<file path="src/hw/adc_select_pkg.sv">
// Operation
// - single-ended result is unsigned code, Vin*1024/Vref, 0x000 to 0x3FF
// - differential result is two's complement diff*gain*512/Vref, 0x200 to 0x1FF
// - differential result bit 9 is the sign, one means negative
// - result registers take the finished result in the same edge the done flag rises
// - reference field bits 7:6 pick external pin, supply, 1.1V or 2.56V
// - selection writes during a conversion take effect only after it completes
// - left-adjust bit 5 re-presents the held result at once, even mid-conversion
// - right: high 1:0 = bits 9:8; left: high = bits 9:2, low 7:6 = 1:0
// - after a low-byte read, no result update until the high byte is read
// - input field bits 4:0, codes 0-7 select single-ended inputs 0-7
// - codes 8-15 select gain pairs against input 0 or 2, 10x or 200x
// - codes 16-29 unity-gain pairs against input 1 or 2; 30 bandgap, 31 ground
// - done flag sets on completion; cleared by writing one or by vector service
package adc_select_pkg;

    ////////////////////////////////////////////////////////////////////////////////
    // register map and widths
    localparam int ADDR_W = 8;
    localparam int DATA_W = 8;
    localparam int RES_W = 10;
    localparam logic [7:0] SELECT_OFFSET = 8'h7C;
    localparam logic [7:0] RES_LOW_OFFSET = 8'h78;
    localparam logic [7:0] RES_HIGH_OFFSET = 8'h79;
    localparam logic [7:0] STATUS_OFFSET = 8'h70;
    localparam logic [7:0] MASK_OFFSET = 8'h71;
    localparam logic [7:0] SELECT_RESET = 8'h00;
    localparam logic [7:0] MASK_RESET = 8'h00;
    localparam int DONE_BIT = 0;
    localparam int BUSY_BIT = 1;
    localparam int REF_LSB = 6;
    localparam int LADJ_BIT = 5;
    localparam int INPUT_LSB = 0;

    ////////////////////////////////////////////////////////////////////////////////
    // result limits and gain factors
    localparam int SE_MAX = 1023;
    localparam int DIFF_MAX = 511;
    localparam int DIFF_MIN = -512;
    localparam logic [7:0] GAIN_1X_FACTOR = 8'h01;
    localparam logic [7:0] GAIN_10X_FACTOR = 8'h0A;
    localparam logic [7:0] GAIN_200X_FACTOR = 8'hC8;

    ////////////////////////////////////////////////////////////////////////////////
    // types
    typedef enum logic [1:0] {REF_EXT_PIN, REF_ANALOG_SUPPLY, REF_INT_1V1, REF_INT_2V56} reference_t;
    typedef enum logic [1:0] {GAIN_1X, GAIN_10X, GAIN_200X} gain_t;
    typedef enum logic [1:0] {SRC_PINS, SRC_BANDGAP, SRC_GROUND} source_t;

    typedef struct packed {
        logic [1:0] reference_field;
        logic left_adjust_bit;
        logic [4:0] input_gain_field;
    } select_reg_t;

    typedef struct packed {
        source_t source;
        logic differential;
        logic [2:0] positive_input;
        logic [2:0] negative_input;
        gain_t gain;
        reference_t reference;
    } analog_select_t;

    typedef struct packed {
        logic [ADDR_W-1:0] addr;
        logic [DATA_W-1:0] wdata;
        logic write;
        logic read;
    } reg_req_t;

    localparam analog_select_t ANALOG_SELECT_RESET =
        '{SRC_PINS, 1'b0, 3'h0, 3'h0, GAIN_1X, REF_EXT_PIN};

    // turns the selection fields into what the analog mux and gain stage need
    function automatic analog_select_t decode_select(input select_reg_t sel);
        analog_select_t a;
        a = ANALOG_SELECT_RESET;
        a.reference = reference_t'(sel.reference_field);
        unique case (sel.input_gain_field[4:3])
            2'b00: begin
                a.positive_input = sel.input_gain_field[2:0];
            end
            2'b01: begin
                a.differential = 1'b1;
                a.negative_input = sel.input_gain_field[2] ? 3'h2 : 3'h0;
                a.positive_input = {2'b00, sel.input_gain_field[0]} | a.negative_input;
                a.gain = sel.input_gain_field[1] ? GAIN_200X : GAIN_10X;
            end
            2'b10: begin
                a.differential = 1'b1;
                a.positive_input = sel.input_gain_field[2:0];
                a.negative_input = 3'h1;
            end
            // unity pairs against input 2, then bandgap and ground
            2'b11: begin
                if (sel.input_gain_field[2:1] == 2'b11) begin
                    a.source = sel.input_gain_field[0] ? SRC_GROUND : SRC_BANDGAP;
                end else begin
                    a.differential = 1'b1;
                    a.positive_input = sel.input_gain_field[2:0];
                    a.negative_input = 3'h2;
                end
            end
        endcase
        return a;
    endfunction

endpackage

</file>
<file path="src/hw/result_formatter.sv">
`timescale 1ns/100ps
// scales the raw converter sample by the gain and clamps it into the code range
module result_formatter
    import adc_select_pkg::*;
#(
    parameter int SAMPLE_W = 16
) (
    input wire logic signed [SAMPLE_W-1:0] sample, // raw scaled sample
    input wire logic differential,                 // pair mode
    input wire gain_t gain,                        // gain of the pair
    output logic [RES_W-1:0] code                  // 10-bit result code
);
    localparam int PW = SAMPLE_W + 9;
    localparam logic signed [PW-1:0] SE_HI = PW'(SE_MAX);
    localparam logic signed [PW-1:0] DIFF_HI = PW'(DIFF_MAX);
    localparam logic signed [PW-1:0] DIFF_LO = PW'(DIFF_MIN);

    logic [7:0] factor;
    logic signed [PW-1:0] product;

    // gain factor; a single-ended sample is never scaled
    always_comb begin
        unique case (gain)
            GAIN_10X: factor = GAIN_10X_FACTOR;
            GAIN_200X: factor = GAIN_200X_FACTOR;
            default: factor = GAIN_1X_FACTOR;
        endcase
        if (!differential) begin
            factor = GAIN_1X_FACTOR;
        end
        // widen both operands first so a 200x product cannot wrap at the sample width
        product = PW'(sample) * PW'($signed({1'b0, factor}));
    end

    // saturate, since an over-range input must pin at the end codes
    always_comb begin
        if (differential) begin
            if (product > DIFF_HI) begin
                code = 10'h1FF;
            end else if (product < DIFF_LO) begin
                code = 10'h200;
            end else begin
                code = product[RES_W-1:0];
            end
        end else begin
            if (product < 0) begin
                code = 10'h000;
            end else if (product > SE_HI) begin
                code = 10'h3FF;
            end else begin
                code = product[RES_W-1:0];
            end
        end
    end
endmodule

</file>
<file path="src/hw/adc_select_top.sv">
// Chosen here: the address-and-strobe port.
`timescale 1ns/100ps
// selection register, conversion bookkeeping and result presentation
module adc_select_top
    import adc_select_pkg::*;
#(
    parameter int SAMPLE_W = 16
) (
    input wire logic clk,                              // 250 MHz system clock
    input wire logic resetn,                           // async reset, active low
    input wire logic ce,                               // clock enable, freezes all state
    input wire reg_req_t req,                          // register request
    output logic [DATA_W-1:0] rdata,                   // read data, cycle after read
    input wire logic conv_start,                       // pulse: start a conversion
    input wire logic sample_valid,                     // pulse: converter finished
    input wire logic signed [SAMPLE_W-1:0] sample_data, // raw scaled sample
    input wire logic irq_ack,                          // pulse: vector serviced
    output analog_select_t analog_sel,                 // mux, gain and reference setting
    output logic busy,                                 // conversion running
    output logic irq                                   // level interrupt
);

    ////////////////////////////////////////////////////////////////////////////////
    // elaboration check: the sample must cover the code range and keep the product small
    if (SAMPLE_W < 11 || SAMPLE_W > 23) begin : g_bad_width
        $error("SAMPLE_W must lie between 11 and 23");
    end

    ////////////////////////////////////////////////////////////////////////////////
    // state
    select_reg_t select_reg;
    analog_select_t analog_sel_reg;
    logic busy_reg;
    logic [RES_W-1:0] result_reg;
    logic [RES_W-1:0] pending_reg;
    logic pending_valid_reg;
    logic lock_reg;
    logic done_reg;
    logic mask_reg;
    logic [DATA_W-1:0] rdata_reg;

    logic [RES_W-1:0] new_code;
    logic wr_select;
    logic wr_status;
    logic wr_mask;
    logic rd_low;
    logic rd_high;
    logic start;
    logic finish;
    logic locked_now;
    logic take_new;
    logic take_pending;
    logic done_set;
    logic done_clear;

    ////////////////////////////////////////////////////////////////////////////////
    // address decode; unmapped writes are dropped, unmapped reads return zero
    assign wr_select = req.write && (req.addr == SELECT_OFFSET);
    assign wr_status = req.write && (req.addr == STATUS_OFFSET);
    assign wr_mask = req.write && (req.addr == MASK_OFFSET);
    assign rd_low = req.read && (req.addr == RES_LOW_OFFSET);
    assign rd_high = req.read && (req.addr == RES_HIGH_OFFSET);

    // a start while busy is ignored, the running conversion keeps its setting
    assign start = conv_start && !busy_reg;
    assign finish = sample_valid && busy_reg;

    // a low-byte read freezes the data until the high byte is read
    assign locked_now = (lock_reg || rd_low) && !rd_high;
    assign take_new = finish && !locked_now;
    assign take_pending = rd_high && lock_reg && pending_valid_reg && !finish;

    // completion sets, write-one or vector service clears
    assign done_set = take_new || take_pending;
    assign done_clear = (wr_status && req.wdata[DONE_BIT]) || irq_ack;

    ////////////////////////////////////////////////////////////////////////////////
    // selection register, written by software at any time
    always_ff @(posedge clk or negedge resetn) begin
        if (!resetn) begin
            select_reg <= select_reg_t'(SELECT_RESET);
        end else if (ce && wr_select) begin
            select_reg <= select_reg_t'(req.wdata);
        end
    end

    // conversion running flag
    always_ff @(posedge clk or negedge resetn) begin
        if (!resetn) begin
            busy_reg <= 1'b0;
        end else if (ce) begin
            if (start) begin
                busy_reg <= 1'b1;
            end else if (finish) begin
                busy_reg <= 1'b0;
            end
        end
    end

    ////////////////////////////////////////////////////////////////////////////////
    // analog setting follows the register while idle and is frozen while busy,
    // so the copy taken in the start cycle is the one used to the end
    // shadow latch at start
    always_ff @(posedge clk or negedge resetn) begin
        if (!resetn) begin
            analog_sel_reg <= ANALOG_SELECT_RESET;
        end else if (ce && !busy_reg) begin
            analog_sel_reg <= decode_select(select_reg);
        end
    end

    ////////////////////////////////////////////////////////////////////////////////
    // gain and clamp of the raw sample, using the frozen setting
    result_formatter #(
        .SAMPLE_W(SAMPLE_W)
    ) u_formatter (
        .sample(sample_data),
        .differential(analog_sel_reg.differential),
        .gain(analog_sel_reg.gain),
        .code(new_code)
    );

    ////////////////////////////////////////////////////////////////////////////////
    // result register; written in the same edge the done flag rises
    // data and flag in one edge
    always_ff @(posedge clk or negedge resetn) begin
        if (!resetn) begin
            result_reg <= '0;
        end else if (ce) begin
            if (take_new) begin
                result_reg <= new_code;
            end else if (take_pending) begin
                result_reg <= pending_reg;
            end
        end
    end

    // a result that finishes while frozen waits here rather than being lost
    // park the blocked result
    always_ff @(posedge clk or negedge resetn) begin
        if (!resetn) begin
            pending_reg <= '0;
            pending_valid_reg <= 1'b0;
        end else if (ce) begin
            if (finish && locked_now) begin
                pending_reg <= new_code;
                pending_valid_reg <= 1'b1;
            end else if (take_pending || take_new) begin
                pending_valid_reg <= 1'b0;
            end
        end
    end

    // read lock between the two byte reads
    always_ff @(posedge clk or negedge resetn) begin
        if (!resetn) begin
            lock_reg <= 1'b0;
        end else if (ce) begin
            lock_reg <= locked_now;
        end
    end

    ////////////////////////////////////////////////////////////////////////////////
    // done flag: a set in the clearing cycle wins so no completion is missed
    // sticky done flag
    always_ff @(posedge clk or negedge resetn) begin
        if (!resetn) begin
            done_reg <= 1'b0;
        end else if (ce) begin
            if (done_set) begin
                done_reg <= 1'b1;
            end else if (done_clear) begin
                done_reg <= 1'b0;
            end
        end
    end

    // interrupt mask
    always_ff @(posedge clk or negedge resetn) begin
        if (!resetn) begin
            mask_reg <= MASK_RESET[DONE_BIT];
        end else if (ce && wr_mask) begin
            mask_reg <= req.wdata[DONE_BIT];
        end
    end

    ////////////////////////////////////////////////////////////////////////////////
    // read data; alignment uses the live left-adjust bit, so a change shows at once
    always_ff @(posedge clk or negedge resetn) begin
        if (!resetn) begin
            rdata_reg <= '0;
        end else if (ce) begin
            rdata_reg <= '0;
            if (req.read) begin
                unique case (req.addr)
                    SELECT_OFFSET: begin
                        rdata_reg <= select_reg;
                    end
                    RES_LOW_OFFSET: begin
                        if (select_reg.left_adjust_bit) begin
                            rdata_reg <= {result_reg[1:0], 6'h00};
                        end else begin
                            rdata_reg <= result_reg[7:0];
                        end
                    end
                    RES_HIGH_OFFSET: begin
                        if (select_reg.left_adjust_bit) begin
                            rdata_reg <= result_reg[9:2];
                        end else begin
                            rdata_reg <= {6'h00, result_reg[9:8]};
                        end
                    end
                    STATUS_OFFSET: begin
                        rdata_reg[DONE_BIT] <= done_reg;
                        rdata_reg[BUSY_BIT] <= busy_reg;
                    end
                    MASK_OFFSET: begin
                        rdata_reg[DONE_BIT] <= mask_reg;
                    end
                    default: begin
                        rdata_reg <= '0;
                    end
                endcase
            end
        end
    end

    ////////////////////////////////////////////////////////////////////////////////
    // outputs
    assign rdata = rdata_reg;
    assign analog_sel = analog_sel_reg;
    assign busy = busy_reg;
    assign irq = done_reg && mask_reg;

endmodule

</file>
<file path="config.mk">
export PLATFORM = sky130hd
export DESIGN_NAME = adc_select_top
export DESIGN_NICKNAME = d
export VERILOG_FILES = /design/src/hw/adc_select_pkg.sv /design/src/hw/result_formatter.sv /design/src/hw/adc_select_top.sv
export SDC_FILE = /design/constraint.sdc
export NUM_CORES = 1
export LEC_CHECK = 0
export BUFFER_PORTS_ARGS = -buffer_cell sky130_fd_sc_hd__buf_4
export CORE_MARGIN = 4
export CORE_UTILIZATION = 43
export DETAILED_ROUTE_END_ITERATION = 12
export HOLD_SLACK_MARGIN = 0.06
export MAX_ROUTING_LAYER = met4
export SLEW_MARGIN = 15
export SYNTH_ARGS = -nofsm -noshare
export SYNTH_HDL_FRONTEND = slang
export SYNTH_SLANG_ARGS = --single-unit
</file>
<file path="constraint.sdc">
create_clock -name clk -period 14.1 [get_ports clk]
set_clock_uncertainty 0.2 [all_clocks]
set_input_delay 1.41 -clock clk [delete_from_list [all_inputs] [get_ports clk]]
set_output_delay 1.41 -clock clk [all_outputs]
set_load 0.05 [all_outputs]
</file>
==> out/summary.txt, run 1 <==
Post-synth ARST share = 1.000
Starting Density = 0.4452
Switching pwr = 143.3 uW
Synth Area per Inst = 8.656 um^2
First-pass GRT wire length = 27.28 mm
Drt total wl = 15.85 mm
Seq pwr share = 0.465
Residual DRC = 0
Int Power = 299.1 uW
Post-cts sizing count = 0
Number of synthesized register bits = 53
Slew Viols, Final = 0
Count of cell types in the netlist = 60
Clk buf depth = 2
CP max FO = 12
Final Cycle Share = 0.4676
Max reg flops = 12
FP Rows = 44
Clock power frac = 0.277
DRT iter0 DRCs = 424
Transition time of the tightest slew-check pin = 965.8 ps
Overflow after GRT = 0
Hold buffer count at CTS = 0
Worst setup SP type = input pin
Clk pin slew, worst setup/hold paths = 70 ps
Die height = 131.4 um
Fin. Hold Viols = 0
P&R area growth vs syn = 10.84%
Die X = 131.4 um
Final Critical Period = 6593 ps
H-Tree Depth = 2
Area share of the largest cell type after synthesis = 0.2027
Sequential area share after synthesis = 0.2027
Vias in the first global route = 5530
Root buf cell = clkbuf_16
Antenna diodes = 0
Cell taking the most area after synthesis = dfrtp_1
RSZ-0062 raised after global routing = no
Max cap viols = 0
Final setup viols = 0
Syn Nets = 932
TritonCTS clock tree = built
Pin count of the biggest net entering global routing = 54
Arrival time worst endpoint = 6550 ps
Achievable Freq = 0.1517 GHz
Number of synthesized flops with an enable pin = 0
Final ANT Viol Nets = 0
Yosys Warn Count = 0
Share of layout cells above drive strength 1 = 0.1134
VDD IR max = 55.78 uV
Worst setup EP type = flop
Total die area = 17260 um^2
Detail Placement HPWL = 12.90 mm
Setup TNS = 0 ps
Clock buffer count from CTS = 5
Post-CTS setup buffer count = 0
DR WL/cell = 16.21 um
Slew HR = 0.3502
Via/cell ratio = 5.596
CP Data Required Time = 14060 ps
DR pass1 iterations = 7
Critical setup path kind = input pin to flop
Net count reported at finish = 970
Leak pwr = 3.661 nW
Routability cong. = 0.8873
Combinational share of power = 0.258
TritonCTS Sinks = 53
Routed vias = 5473
Initial antenna violation count = 0
Mapped Area = 6544 um^2
Io pins = 63
Pwr dens = 60.98 nW/um^2
Hold slack = 281.1 ps
Global Route Usage Sum = 0.1892
Largest cells by area after synthesis = dfrtp_1 (20%), ha_1 (16%), fa_1 (16%)
Switch share = 0.3239
Syn Inst Count = 756
Worst skew pair latency = 290 ps
Status = finished clean
Core area = 14700 um^2
Most common flop cell mapped by yosys = dfrtp_1
Worst hold path class = flop to flop
Port bufs = 61
==> area by class of cell <==
class	count	area, um^2
tap	184	230.2
fill	1421	7446
clock buffer	6	138.9
multi-input combinational	551	4631
inverter	121	454.2
sequential	53	1326
timing repair buffer	62	465.4
clock inverter	1	7.507
==> metrics by stage <==
| step | power (mW) | worst slack, ps | instances | utilization | instance area (um^2) |
|---|---|---|---|---|---|
| global placement | 0.3181 | 7236 | 971 | 0.4833 | 7104 |
| floorplan | 0.2795 | 7871 | 756 | - | 6544 |
| global route | 0.4699 | 7087 | 978 | 0.4934 | 7253 |
| finish | 0.4423 | 7507 | 978 | 0.4934 | 7253 |
| detailed placement | 0.3213 | 7185 | 971 | 0.4833 | 7104 |
| CTS | 0.4455 | 7174 | 978 | 0.4933 | 7251 |
==> power groups by stage <==
stage | sequential (mW) | combinational [mW] | clock (mW)
after floorplan | 0.202 | 0.0772 | 0
after global placement | 0.206 | 0.112 | 0
after detailed placement | 0.208 | 0.114 | 0
after CTS | 0.205 | 0.115 | 0.126
after global routing | 0.209 | 0.129 | 0.131
final | 0.206 | 0.114 | 0.123
==> worst max-delay path: stages <==
cell and delay [ps]:
buf_4 120, and3_1 170, ha_1 320, fa_1 510
fa_1 560, inv_1 60, fa_1 530, inv_1 40
ha_1 440, a21o_1 280, a31o_1 260, or4_1 550
a211oi_1 270, nand4_1 140, o31a_1 370, nor3_4 380
a21oi_1 130
==> cell usage after synthesis, types with 8 or more instances <==
| master | count |
|---|---|
| a21oi_1 | 38 |
| inv_1 | 121 |
| nor3_1 | 8 |
| a21o_1 | 9 |
| nand3_1 | 13 |
| a221oi_1 | 9 |
| o22ai_1 | 11 |
| and2_1 | 36 |
| nand4_1 | 11 |
| fa_1 | 52 |
| clkbuf_1 | 21 |
| o21ai_0 | 21 |
| xnor2_1 | 10 |
| nor2_1 | 55 |
| and3_1 | 36 |
| a211oi_1 | 8 |
| mux2_2 | 14 |
| nand2_1 | 47 |
| dfrtp_1 | 53 |
| ha_1 | 84 |
==> metal layers <==
layer / track usage / part of all wire
met1: 0.2831 / 0.52
met5: - / 0
met2: 0.2926 / 0.44
met3: 0.01835 / 0.031
met4: 0.01400 / 0.0029
==> final timing paths <==
check                                                 from  cells after the start  slack, ps                    endpoint
min in group asynchronous                           resetn                      1        950        mask_reg$_DFFE_PN0P_
worst max-delay path                        sample_data[8]                     17       7510  pending_reg[3]$_DFFE_PN0P_
max in group asynchronous                           resetn                      1      12290   select_reg[2]$_DFFE_PN0P_
worst min-delay path            analog_sel[11]$_DFFE_PN0P_                      2        280  analog_sel[11]$_DFFE_PN0P_
worst max register to register  analog_sel[10]$_DFFE_PN0P_                     20       7600  pending_reg[3]$_DFFE_PN0P_
worst min register to register  analog_sel[11]$_DFFE_PN0P_                      2        280  analog_sel[11]$_DFFE_PN0P_
==> layout by cell type (no fill, tap or decap), types with 10 or more instances in the layout <==
cell type,Yosys,final
buf_4,3,62
nor2_1,55,54
a21oi_1,38,38
and3_1,36,36
o22ai_1,11,11
mux2_2,14,14
nand3_1,13,13
fa_1,52,52
nand2_1,47,47
o21ai_0,21,21
ha_1,84,84
dfrtp_1,53,53
inv_1,121,121
and2_1,36,36
xnor2_1,10,10
nand4_1,11,11
==> cells by family after synthesis <==
family          count (synthesis)  synth area share
fa+ha+maj                     136            0.3197
compound gates                144            0.1472
simple gates                  237            0.1893
mux                            19           0.03174
other cells                     1         0.0005731
buf+inv                       152           0.09006
flops                          53            0.2027
xor+xnor                       14           0.01874
(Power assumes the default switching activity.)
==> run 2, diff against run 1 <==
==> constraint.sdc (replaced) <==
create_clock -name clk -period 5.6 [get_ports clk]
set_clock_uncertainty 0.2 [all_clocks]
set_input_delay 0.56 -clock clk [delete_from_list [all_inputs] [get_ports clk]]
set_output_delay 0.56 -clock clk [all_outputs]
set_load 0.05 [all_outputs]
==> out/summary.txt, run 2 (synthesized netlist as in run 1, its figures left out) <==
Detail Placement HPWL = 13.27 mm (was 12.90 mm)
Slew Viols, Final = 0 (unchanged)
H-Tree Depth = 2 (unchanged)
Overflow after GRT = 0 (unchanged)
Die X = 131.4 um (unchanged)
Critical setup path kind = flop to flop (was input pin to flop)
Final Critical Period = 5622 ps
DR pass1 iterations = 5 (was 7)
Most used cell along the critical path = fa_1 (unchanged)
Final ANT Viol Nets = 0 (unchanged)
Worst hold path class = input pin to asynchronous set/reset pin (was flop to flop)
Residual DRC = 0 (unchanged)
Port bufs = 61 (unchanged)
Final Cycle Share = 1.004
TritonCTS Sinks = 53 (unchanged)
Combinational share of power = 0.318 (was 0.258)
Switch share = 0.3407 (was 0.3239)
Die height = 131.4 um (unchanged)
Worst Setup EP = pending_reg[5]$_DFFE_PN0P_ (was pending_reg[3]$_DFFE_PN0P_)
Hold buffer count at CTS = 0 (unchanged)
Int Power = 823.1 uW (was 299.1 uW)
Total Power = 1.248 mW (was 442.3 uW)
Failing checks = negative setup slack
Worst setup path start = analog_sel[2]$_DFFE_PN0P_ (was sample_data[8])
Worst skew pair latency = 290 ps (about the same)
Final WS setup = -21.97 ps (was 7507 ps)
Pwr dens = 136.5 nW/um^2 (was 60.98 nW/um^2)
Routability cong. = 0.9374 (was 0.8873)
DR WL/cell = 17.45 um (was 16.21 um)
Transition time of the tightest slew-check pin = 998.8 ps (was 965.8 ps)
Global Route Usage Sum = 0.2155 (was 0.1892)
Root buf cell = clkbuf_16 (unchanged)
Leak pwr = 4.260 nW (was 3.661 nW)
Commonest non-fill, non-tap cell in the layout = buf_4 (was inv_1)
Vias in the first global route = 5980 (was 5530)
P&R area growth vs syn = 39.75% (was 10.84%)
Seq pwr share = 0.416 (was 0.465)
Io pins = 63 (unchanged)
Antenna diodes = 0 (unchanged)
CP max FO = 5 (was 12)
Pin count of the biggest net entering global routing = 54 (unchanged)
Starting Density = 0.4452 (unchanged)
Via/cell ratio = 5.632 (was 5.596)
Core area = 14700 um^2 (unchanged)
Worst r2r dst = pending_reg[5]$_DFFE_PN0P_ (was pending_reg[3]$_DFFE_PN0P_)
Worst setup EP type = flop (unchanged)
Fin. Hold Viols = 0 (unchanged)
CP max-delay cell = fa_1 (unchanged)
Total die area = 17260 um^2 (unchanged)
Net count reported at finish = 1066 (was 970)
DRT iter0 DRCs = 400 (was 424)
CP Data Required Time = 5580 ps (was 14060 ps)
RSZ-0062 raised after global routing = yes (was no)
Initial antenna violation count = 0 (unchanged)
Status = finished, violations left (was finished clean)
Drt total wl = 18.76 mm (was 15.85 mm)
Arrival time worst endpoint = 5610 ps (was 6550 ps)
VDD IR max = 127.4 uV (was 55.78 uV)
Final setup viols = 10 (was 0)
Clk buf depth = 2 (unchanged)
Max reg flops = 12 (unchanged)
Most frequent cells in the layout = buf_4 (140), inv_1 (110), ha_1 (53) (was inv_1 (121), ha_1 (84), buf_4 (62))
Clk pin slew, worst setup/hold paths = 70 ps (about the same)
Slew HR = 0.3342 (was 0.3502)
Achievable Freq = 0.1779 GHz
Worst reg-to-reg setup slack = -20 ps (was 7600 ps)
Max cap viols = 0 (unchanged)
Worst setup SP type = flop (was input pin)
Hold slack = 105.9 ps (was 281.1 ps)
First-pass GRT wire length = 30.34 mm (was 27.28 mm)
Share of layout cells above drive strength 1 = 0.3816 (was 0.1134)
Clock buffer count from CTS = 5 (unchanged)
Critical-path cell list = inv_2 > ha_4 > and3_4 > buf_4 > ha_2 > fa_1 > fa_1 > inv_1 > fa_1 > inv_1 > ha_4 > a21oi_4 > o21ai_2 > nor2b_2 > or4_4 > a211oi_2 > nand4_1 > o31a_1 > buf_6 > nor3_4 > buf_6 > a21oi_2 (was buf_4 > and3_1 > ha_1 > fa_1 > fa_1 > inv_1 > fa_1 > inv_1 > ha_1 > a21o_1 > a31o_1 > or4_1 > a211oi_1 > nand4_1 > o31a_1 > nor3_4 > a21oi_1)
FP Rows = 44 (unchanged)
Clock power frac = 0.267 (was 0.277)
Routed vias = 6054 (was 5473)
R2R depth = 22 (was 20)
Switching pwr = 425.3 uW (was 143.3 uW)
Reg-to-reg startpoint = analog_sel[2]$_DFFE_PN0P_ (was analog_sel[10]$_DFFE_PN0P_)
TritonCTS clock tree = built (unchanged)
CP peak stage delay = 540 ps (was 560 ps)
run 2: layout make-up:
class                           count  area, um^2
Clock buffer                        7       152.6
Clock inverter                      1       5.005
Fill cell                        1158        5554
Inverter                          121       454.2
Multi-Input combinational cell    554        5694
Sequential cell                    53        1329
Tap cell                          184       230.2
Timing Repair Buffer              155        1280
run 2: how the worst min path moves through the flow:
| stage | to | cells after the start |
|---|---|---|
| 2_1_floorplan | analog_sel[0]$_DFFE_PN0P_ | 0 |
| 3_3_place_gp | analog_sel[11]$_DFFE_PN0P_ | 2 |
| 3_5_place_dp | analog_sel[9]$_DFFE_PN0P_ | 2 |
| 4_1_cts | rdata[1]$_DFFE_PN0P_ | 1 |
| 5_1_grt | mask_reg$_DFFE_PN0P_ | 1 |
| 6_report | mask_reg$_DFFE_PN0P_ | 1 |
run 2: routing by layer:
layer,vias up,part of all wire,GRT usage
li1,2886,-,-
met1,3001,0.48,0.3038
met2,140,0.47,0.3393
met3,27,0.037,0.02943
met4,0,0.014,0.03559
met5,-,0,-
run 2: timing repair:
item,in CTS,in global routing
endpoints found under the hold margin,0,0
setup endpoints to repair,19,20
buffers inserted,15,19
gates cloned,4,1
pin swaps,49,98
resized for setup,97,96
run 2: critical path: cells and delay by family (launching register included):
kind	cells	cell delay, ps
fa+ha+maj	6	2190
simple gates	5	1200
compound gates	5	870
buf+inv	6	620
flops	1	410
run 2: power by group through the flow:
| stage | combinational [mW] | sequential [mW] | clock (mW) |
|---|---|---|---|
| 3_5_place_dp | 0.306 | 0.523 | 0 |
| 5_1_grt | 0.437 | 0.525 | 0.355 |
| 2_1_floorplan | 0.197 | 0.510 | 0 |
| 4_1_cts | 0.352 | 0.515 | 0.339 |
| 6_report | 0.397 | 0.519 | 0.333 |
| 3_3_place_gp | 0.297 | 0.519 | 0 |
run 2: stage by stage:
stage	instance area, um^2	instances	util	TNS, ps	setup WS, ps
global placement	7601	1029	0.5171	-2501	-165.3
CTS	8472	1056	0.5764	-24.16	-9.801
finish	9145	1075	0.6221	-84.07	-21.97
detailed placement	7601	1029	0.5171	-3420	-230.6
global route	9145	1075	0.6221	-3662	-230.0
floorplan	6619	756	-	0	1.397
